$ cat src/pkg/sbad_pkg.sv
// Package of constants and types for the shared bus address decoder
package sbad_pkg;
	// Transfer type encoding on the bus transfer-type pins
	localparam logic [1:0] TRAN_ADDR_ONLY = 2'h0;
	localparam logic [1:0] TRAN_NONSEQ    = 2'h2;
	localparam logic [1:0] TRAN_SEQ       = 2'h3;
	// Transfer size encoding
	localparam logic [1:0] SIZE_BYTE = 2'h0;
	localparam logic [1:0] SIZE_HALF = 2'h1;
	localparam logic [1:0] SIZE_WORD = 2'h2;
	// Protection field: bit 1 is privileged access
	localparam int PROT_PRIV_BIT = 1;
	// Geometry defaults
	localparam int NUM_SLAVES_DEF = 4;
	localparam int ADDR_W_DEF     = 32;
	localparam int REGION_LSB_DEF = 28;
	localparam int BOUNDARY_LSB_DEF = 10;
	// Response vector {wait, error, last}
	localparam logic [2:0] RESP_WAIT    = 3'h4;
	localparam logic [2:0] RESP_DONE    = 3'h0;
	localparam logic [2:0] RESP_LAST    = 3'h1;
	localparam logic [2:0] RESP_ERROR   = 3'h2;
	localparam logic [2:0] RESP_RETRACT = 3'h5;
	localparam int RESP_WAIT_BIT  = 2;
	localparam int RESP_ERROR_BIT = 1;
	localparam int RESP_LAST_BIT  = 0;

	typedef enum logic [1:0] {
		addr_only_state,
		decode_state,
		slave_selected_state,
		error_state
	} sbad_state_t;
endpackage

$ cat src/pkg/sbad_dec_if.sv
// Interface between the decoder state machine and its address map
`timescale 1ns/1ps
interface sbad_dec_if #(
	parameter int NUM_SLAVES = 4,
	parameter int ADDR_W     = 32
);
	logic [ADDR_W-1:0]     addr;
	logic [1:0]            size;
	logic [1:0]            prot;
	logic                  write;
	logic [NUM_SLAVES-1:0] hit;
	logic                  boundary_last_flag;
	logic                  decode_error_flag;

	modport fsm (output addr, size, prot, write,
		input hit, boundary_last_flag, decode_error_flag);
	modport map (input addr, size, prot, write,
		output hit, boundary_last_flag, decode_error_flag);
endinterface

$ cat src/rtl/sbad_map.sv
// Address map: slave hit, boundary and decode error detection
`timescale 1ns/1ps
module sbad_map
	import sbad_pkg::*;
#(
	parameter int NUM_SLAVES   = NUM_SLAVES_DEF,
	parameter int ADDR_W       = ADDR_W_DEF,
	parameter int REGION_LSB   = REGION_LSB_DEF,
	parameter int BOUNDARY_LSB = BOUNDARY_LSB_DEF,
	parameter logic [NUM_SLAVES-1:0] PRIV_ONLY = '0
) (
	sbad_dec_if.map m
);
	logic [ADDR_W-REGION_LSB-1:0] region;
	logic                         misaligned;
	logic                         protect_hit;

	// Region index selects a slave; indices past the last slave are unmapped
	always_comb begin
		region = m.addr[ADDR_W-1:REGION_LSB];
		m.hit  = '0;
		for (int i = 0; i < NUM_SLAVES; i++) begin
			if (region == (ADDR_W-REGION_LSB)'(i)) begin
				m.hit[i] = 1'b1;
			end
		end
		unique case (m.size)
			SIZE_BYTE: misaligned = 1'b0;
			SIZE_HALF: misaligned = m.addr[0];
			SIZE_WORD: misaligned = |m.addr[1:0];
			default:   misaligned = 1'b1;
		endcase
		protect_hit = |(m.hit & PRIV_ONLY) & ~m.prot[PROT_PRIV_BIT];
		m.decode_error_flag = ~(|m.hit) | protect_hit | misaligned;
		// Next sequential beat would enter a new boundary block
		m.boundary_last_flag = &m.addr[BOUNDARY_LSB-1:2];
	end
endmodule // sbad_map

$ cat src/rtl/sbad_decoder.sv
// Shared bus address decoder with optional decode cycles
`timescale 1ns/1ps
// What this block does
// - One select output per slave, or none
// - Decode wait on non-sequential; sequential only after last, boundary or error
// - Error response for illegal or protected access
// - Decoder answers address-only transfers itself
// - Decode cycles also split bursts at boundaries
// - Four-state machine on falling clock edge
// - Reset enters address-only state
// - Transitions use type, response, internal flags
// - Not waited means done, last, error, retract
// - Boundary-last flag forces decode on sequential
// - Decode error: unmapped, protected or misaligned
// - Address-only: done, select if sequential valid
// - Decode state: wait, then select if valid
// - Slave selected: hold select while waited/sequential
// - Error state drives error response
// - Simpler variant when no decode wait needed
// - Simple variant omits decode state only
// - Response on wait, error, last; latched copies
module sbad_decoder
	import sbad_pkg::*;
#(
	parameter int NUM_SLAVES   = NUM_SLAVES_DEF,
	parameter int ADDR_W       = ADDR_W_DEF,
	parameter int REGION_LSB   = REGION_LSB_DEF,
	parameter int BOUNDARY_LSB = BOUNDARY_LSB_DEF,
	parameter bit USE_DECODE   = 1'b1,
	parameter logic [NUM_SLAVES-1:0] PRIV_ONLY = '0
) (
	input  wire logic                  ref_clk_i,
	input  wire logic                  rstn_i,
	input  wire logic [1:0]            tran_i,
	input  wire logic [ADDR_W-1:0]     addr_i,
	input  wire logic [1:0]            size_i,
	input  wire logic [1:0]            prot_i,
	input  wire logic                  write_i,
	input  wire logic                  wait_i,
	input  wire logic                  error_i,
	input  wire logic                  last_i,
	output logic [NUM_SLAVES-1:0]      sel_o,
	output logic                       wait_o,
	output logic                       error_o,
	output logic                       last_o,
	output logic                       resp_oe_o,
	output logic [1:0]                 state_o
);
	sbad_dec_if #(.NUM_SLAVES(NUM_SLAVES), .ADDR_W(ADDR_W)) dif ();

	sbad_map #(
		.NUM_SLAVES  (NUM_SLAVES),
		.ADDR_W      (ADDR_W),
		.REGION_LSB  (REGION_LSB),
		.BOUNDARY_LSB(BOUNDARY_LSB),
		.PRIV_ONLY   (PRIV_ONLY)
	) u_map (
		.m(dif)
	);

	assign dif.addr  = addr_i;
	assign dif.size  = size_i;
	assign dif.prot  = prot_i;
	assign dif.write = write_i;

	// Bus clock is modelled by ref_clk_i; the falling edge advances the state
	sbad_state_t           state;
	sbad_state_t           next_state;
	logic [2:0]            resp_lat;
	logic [2:0]            next_resp_lat;
	logic [2:0]            resp_drv;
	logic [2:0]            next_resp_drv;
	logic                  resp_oe;
	logic                  next_resp_oe;
	logic [NUM_SLAVES-1:0] sel;
	logic [NUM_SLAVES-1:0] next_sel;
	logic [NUM_SLAVES-1:0] sel_lat;
	logic [NUM_SLAVES-1:0] next_sel_lat;
	logic [1:0]            state_q;
	logic                  waited;
	logic                  is_seq;
	logic                  new_decode;

	function automatic logic not_waited(input logic [2:0] r);
		// Done, last, error and retract all end the beat
		return ~r[RESP_WAIT_BIT] | (r == RESP_RETRACT);
	endfunction

	// Latch slave response on the rising edge for falling-edge use
	always_comb begin
		next_resp_lat = {wait_i, error_i, last_i};
	end

	always_ff @(posedge ref_clk_i or negedge rstn_i) begin
		if (!rstn_i) begin
			resp_lat <= RESP_DONE;
		end else begin
			resp_lat <= next_resp_lat;
		end
	end

	// Falling-edge state machine
	always_comb begin
		waited     = ~not_waited(resp_lat);
		is_seq     = (tran_i == TRAN_SEQ);
		// Last from slave or boundary forces re-decode
		new_decode = resp_lat[RESP_LAST_BIT] | dif.boundary_last_flag;
		next_state = state;
		unique case (state)
			addr_only_state: begin
				if (tran_i == TRAN_NONSEQ) begin
					next_state = USE_DECODE ? decode_state :
						(dif.decode_error_flag ? error_state : slave_selected_state);
				end else if (is_seq) begin
					next_state = dif.decode_error_flag ? error_state : slave_selected_state;
				end
			end
			decode_state: begin
				next_state = dif.decode_error_flag ? error_state : slave_selected_state;
			end
			slave_selected_state: begin
				if (waited) begin
					next_state = slave_selected_state;
				end else if (is_seq && !new_decode) begin
					next_state = slave_selected_state;
				end else if (tran_i == TRAN_ADDR_ONLY) begin
					next_state = addr_only_state;
				end else if (USE_DECODE) begin
					next_state = decode_state;
				end else begin
					next_state = dif.decode_error_flag ? error_state : slave_selected_state;
				end
			end
			error_state: begin
				if (tran_i == TRAN_ADDR_ONLY) begin
					next_state = addr_only_state;
				end else if (USE_DECODE) begin
					next_state = decode_state;
				end else begin
					next_state = dif.decode_error_flag ? error_state : slave_selected_state;
				end
			end
		endcase
		// Response chosen at the falling edge, driven by decoder from the next rising edge
		next_resp_oe  = 1'b1;
		next_resp_drv = RESP_DONE;
		unique case (next_state)
			addr_only_state:      next_resp_drv = RESP_DONE;
			decode_state:         next_resp_drv = RESP_WAIT;
			error_state:          next_resp_drv = RESP_ERROR;
			slave_selected_state: next_resp_oe  = 1'b0;
		endcase
	end

	always_ff @(negedge ref_clk_i or negedge rstn_i) begin
		if (!rstn_i) begin
			state    <= addr_only_state;
			resp_drv <= RESP_DONE;
			resp_oe  <= 1'b1;
		end else begin
			state    <= next_state;
			resp_drv <= next_resp_drv;
			resp_oe  <= next_resp_oe;
		end
	end

	// Select chosen at falling edge, presented from the rising edge (high phase)
	always_comb begin
		next_sel_lat = '0;
		unique case (state)
			addr_only_state: begin
				if (is_seq && !dif.decode_error_flag) begin
					next_sel_lat = dif.hit;
				end
			end
			decode_state: begin
				if (!dif.decode_error_flag) begin
					next_sel_lat = dif.hit;
				end
			end
			slave_selected_state: begin
				if (waited || (is_seq && !new_decode)) begin
					next_sel_lat = sel;
				end else if (!USE_DECODE && tran_i != TRAN_ADDR_ONLY
					&& !dif.decode_error_flag) begin
					next_sel_lat = dif.hit;
				end
			end
			error_state: begin
				if (!USE_DECODE && tran_i != TRAN_ADDR_ONLY && !dif.decode_error_flag) begin
					next_sel_lat = dif.hit;
				end
			end
		endcase
		if (!USE_DECODE && state == addr_only_state && tran_i == TRAN_NONSEQ
			&& !dif.decode_error_flag) begin
			next_sel_lat = dif.hit;
		end
	end

	always_ff @(negedge ref_clk_i or negedge rstn_i) begin
		if (!rstn_i) begin
			sel_lat <= '0;
		end else begin
			sel_lat <= next_sel_lat;
		end
	end

	always_comb begin
		next_sel = sel_lat;
	end

	always_ff @(posedge ref_clk_i or negedge rstn_i) begin
		if (!rstn_i) begin
			sel     <= '0;
			state_q <= 2'h0;
			wait_o  <= 1'b0;
			error_o <= 1'b0;
			last_o  <= 1'b0;
			resp_oe_o <= 1'b1;
		end else begin
			sel     <= next_sel;
			state_q <= state;
			wait_o  <= resp_drv[RESP_WAIT_BIT];
			error_o <= resp_drv[RESP_ERROR_BIT];
			last_o  <= resp_drv[RESP_LAST_BIT];
			resp_oe_o <= resp_oe;
		end
	end

	// Outputs come straight from flops; response flops re-time to rising edge
	always_comb begin
		sel_o   = sel;
		state_o = state_q;
	end
endmodule // sbad_decoder

$ cat config.mk
export PLATFORM = sky130hd
export DESIGN_NAME = sbad_decoder
export DESIGN_NICKNAME = d
export VERILOG_FILES = /design/src/pkg/sbad_pkg.sv /design/src/pkg/sbad_dec_if.sv /design/src/rtl/sbad_map.sv /design/src/rtl/sbad_decoder.sv
export SDC_FILE = /design/constraint.sdc
export NUM_CORES = 1
export LEC_CHECK = 0
export BUFFER_PORTS_ARGS = -buffer_cell sky130_fd_sc_hd__buf_2
export CAP_MARGIN = 20
export CORE_AREA = 5 5 56 48
export DETAILED_ROUTE_END_ITERATION = 6
export DIE_AREA = 0 0 61 53
export GPL_ROUTABILITY_DRIVEN = 0
export GPL_TIMING_DRIVEN = 0
export PLACE_DENSITY = 0.81
export SETUP_SLACK_MARGIN = 0.02
export SYNTH_ARGS = -nofsm -noshare
export SYNTH_HDL_FRONTEND = slang
export SYNTH_SLANG_ARGS = --single-unit
export TNS_END_PERCENT = 1
$ cat constraint.sdc
create_clock -name ref_clk_i -period 1.3 [get_ports ref_clk_i]
set_input_delay 0.195 -clock ref_clk_i [delete_from_list [all_inputs] [get_ports ref_clk_i]]
set_output_delay 0.195 -clock ref_clk_i [all_outputs]
set_load 0.1 [all_outputs]
==> results.sh <==
export IMPL_grt_first_pass_wirelength_um=2220
export IMPL_htree_levels=1
export IMPL_cts_tree="done"
export IMPL_n_antenna_cell=0
export IMPL_port_buffers=31
export IMPL_fillers=195
export IMPL_cts_buffers=3
export IMPL_rows=15
export IMPL_insertion_delay_ns=0.34
export IMPL_final_layout_size_suffix_gt1_share_pct=53.8
export IMPL_core_area_um2=2060
export IMPL_maxCapViolations=0
export IMPL_ir_worst_vdd_mv=1.95
export IMPL_drc=0
export IMPL_grt_max_degree=12
export IMPL_reg2reg_slack_ns=-0.54
export IMPL_syn_avg_cell_area_um2=14.1
export IMPL_routed_via_density=4.58
export IMPL_holdCritPathClass="input pin to async pin"
export IMPL_tightest_slew_ns=0.502
export IMPL_synth_seq_cells=21
export IMPL_start_util_pct=36.1
export IMPL_violations="setup timing"
export IMPL_grt_pass1_vias=512
export IMPL_pwr_density_cell_nw_per_um2=1970
export IMPL_drtPass1Iterations=4
export IMPL_io_pins=54
export IMPL_yosysSeqAreaShare_pct=70.8
export IMPL_place_hpwl_um=1070
export IMPL_antenna_found_initial=0
export IMPL_syn2layout_area_growth_pct=39.9
export IMPL_ys_warn_count=0
export IMPL_relSlewSlack_pct=66.4
export IMPL_rsz0062_at_grt="true"
export IMPL_critPathLaunchType="register"
export IMPL_status="complete, but fails checks"
export IMPL_wirelength_um=1450
export IMPL_total_power_mw=2.06
export IMPL_drt_first_iter_violations=11
export IMPL_reg2reg_depth=4
export IMPL_dieArea_um2=3230
export IMPL_grt_overflow=0
export IMPL_cp_end_kind="register"
export IMPL_setup_viol=8
export IMPL_crit_type="register to register"
export IMPL_clk_pin_slew_ns=0.10
export IMPL_dr_total_vias=541
export IMPL_root_buffer="clkbuf_4"
export IMPL_synth_distinct_cells=22
export IMPL_required_ns=0.79
export IMPL_die_w_um=61
export IMPL_die_h_um=53
export IMPL_fin_ws_ns=-0.535
export IMPL_crit_fanout=8
export IMPL_worstReg2RegEnd="resp_drv[2]"
export IMPL_clockBufferDepth=2
export IMPL_leakage_nw=0.530
export IMPL_nets=138
export IMPL_ant_nets=0
export IMPL_critPathArrivalTime_ns=1.32
export IMPL_syn_num_nets=97
export IMPL_grt_use_total_pct=9.53
export IMPL_wl_per_cell_um=12.3
export IMPL_finalClockSkew_ns=0.0586
export IMPL_slew_viol_final=0
export IMPL_clkSinkCount=21
export IMPL_syn_area_um2=746
export IMPL_final_util_pct=50.5
export IMPL_finalHoldViolCount=0
export IMPL_synthCells=53
export IMPL_r2r_start="resp_lat[0]"
## what timing repair did
action / CTS / global route
pin swaps: 1 / 5
setup buffers: 0 / 0
hold endpoints to repair: 14 / 0
hold buffers: 5 / 0
gates resized for setup: 5 / 5
setup endpoints to repair: 13 / 16
## layout make-up
class	count	area, um^2	area share (%)
Sequential cell	21	533	51.1
Timing Repair Buffer	36	230	22.1
Multi-Input combinational cell	27	200	19.2
Tap cell	25	31.3	3.00
Clock buffer	3	22.5	2.16
Inverter	3	11.3	1.08
Clock inverter	2	7.51	0.719
Buffer	1	7.51	0.719
## how the worst max path moves through the flow
stage                            from          end  slack (ns)
after floorplan           resp_lat[1]  next_sel[2]       -0.44
after global placement    resp_lat[1]  next_sel[2]       -0.49
after detailed placement  resp_lat[1]  next_sel[1]       -0.50
after CTS                 resp_lat[1]  next_sel[1]       -0.53
after global routing      resp_lat[0]     state[0]       -0.60
final                     resp_lat[0]  resp_drv[2]       -0.54
## where the power goes
group	total [mW]	switching [mW]	internal (mW)
logic	0.868	0.673	0.194
clock network	0.288	0.172	0.115
registers	0.906	0.0920	0.814
total	2.06	0.938	1.12
## logic make-up after synthesis
| group | after synthesis | share of synthesized area [%] |
|---|---|---|
| DFF | 21 | 70.8 |
| and+or+nand+nor | 13 | 9.73 |
| AOI/OAI and AO/OA | 12 | 14.4 |
| buffers and inverters | 5 | 3.02 |
| muxes | 1 | 1.51 |
| other | 1 | 0.503 |
## placed cells by master, fill, tap and decap left out, drive strengths merged
| cell type | instances |
|---|---|
| buf | 29 |
| dfrtp | 11 |
| dfrtn | 8 |
| nor2 | 6 |
| clkbuf | 6 |
| inv | 5 |
| dlygate4sd3 | 5 |
| a32o | 4 |
| a21oi | 3 |
| nand4 | 2 |
| nor3 | 2 |
| dfstp | 2 |
| o21ai | 2 |
| o211ai | 1 |
| and4b | 1 |
| mux2 | 1 |
| o32ai | 1 |
| and2 | 1 |
| or2 | 1 |
| o22ai | 1 |
| conb | 1 |
## Yosys cell counts
library cell  instances  area, um^2
and2_1                1        6.26
or2_1                 1        6.26
a21oi_1               2        10.0
nor3_2                1        10.0
o22ai_1               1        6.26
mux2_2                1        11.3
a32o_2                4        45.0
o21ai_2               1        8.76
o211ai_1              1        7.51
conb_1                1        3.75
nor2_1                6        22.5
inv_1                 4        15.0
o21ai_1               1        5.00
nor3_1                1        5.00
a21oi_4               1        16.3
nand4_1               2        12.5
buf_4                 1        7.51
dfstp_2               2        52.6
and4b_1               1        10.0
dfrtn_1               8         200
dfrtp_1              11         275
o32ai_1               1        8.76
## flip-flops by register name (all words and copies together), names as in the netlist
| name | cells |
|---|---|
| sel_o | 4 |
| error_o | 1 |
| resp_oe | 1 |
| resp_oe_o | 1 |
| state_o | 2 |
| state | 2 |
| resp_lat | 3 |
| next_sel | 4 |
| wait_o | 1 |
| resp_drv | 2 |
## routing by layer
layer	track usage [%]	part of all wire (%)	vias up
met5	0	0	-
met4	1.08	0.76	0
met3	4.63	7.3	2
met2	16.0	55	15
met1	11.3	37	255
li1	-	-	269
## critical path: stages, from the launching register on
cell	delay, ns
dfrtp_1	0.38
and4b_1	0.25
o21ai_2	0.07
a21oi_4	0.24
nor2_1	0.08
## through the flow
step	area [um^2]	worst slack [ns]	hold slack (ns)	TNS, ns	instances
3_3_place_gp	937	-0.487	0.153	-4.04	109
3_5_place_dp	937	-0.505	0.162	-4.17	109
6_report	1040	-0.535	0.287	-4.02	118
5_1_grt	1040	-0.605	0.282	-4.64	118
4_1_cts	1030	-0.527	0.279	-3.98	118
2_1_floorplan	751	-0.437	-0.101	-3.47	53
Note: power is estimated with default switching activity, not from simulation.
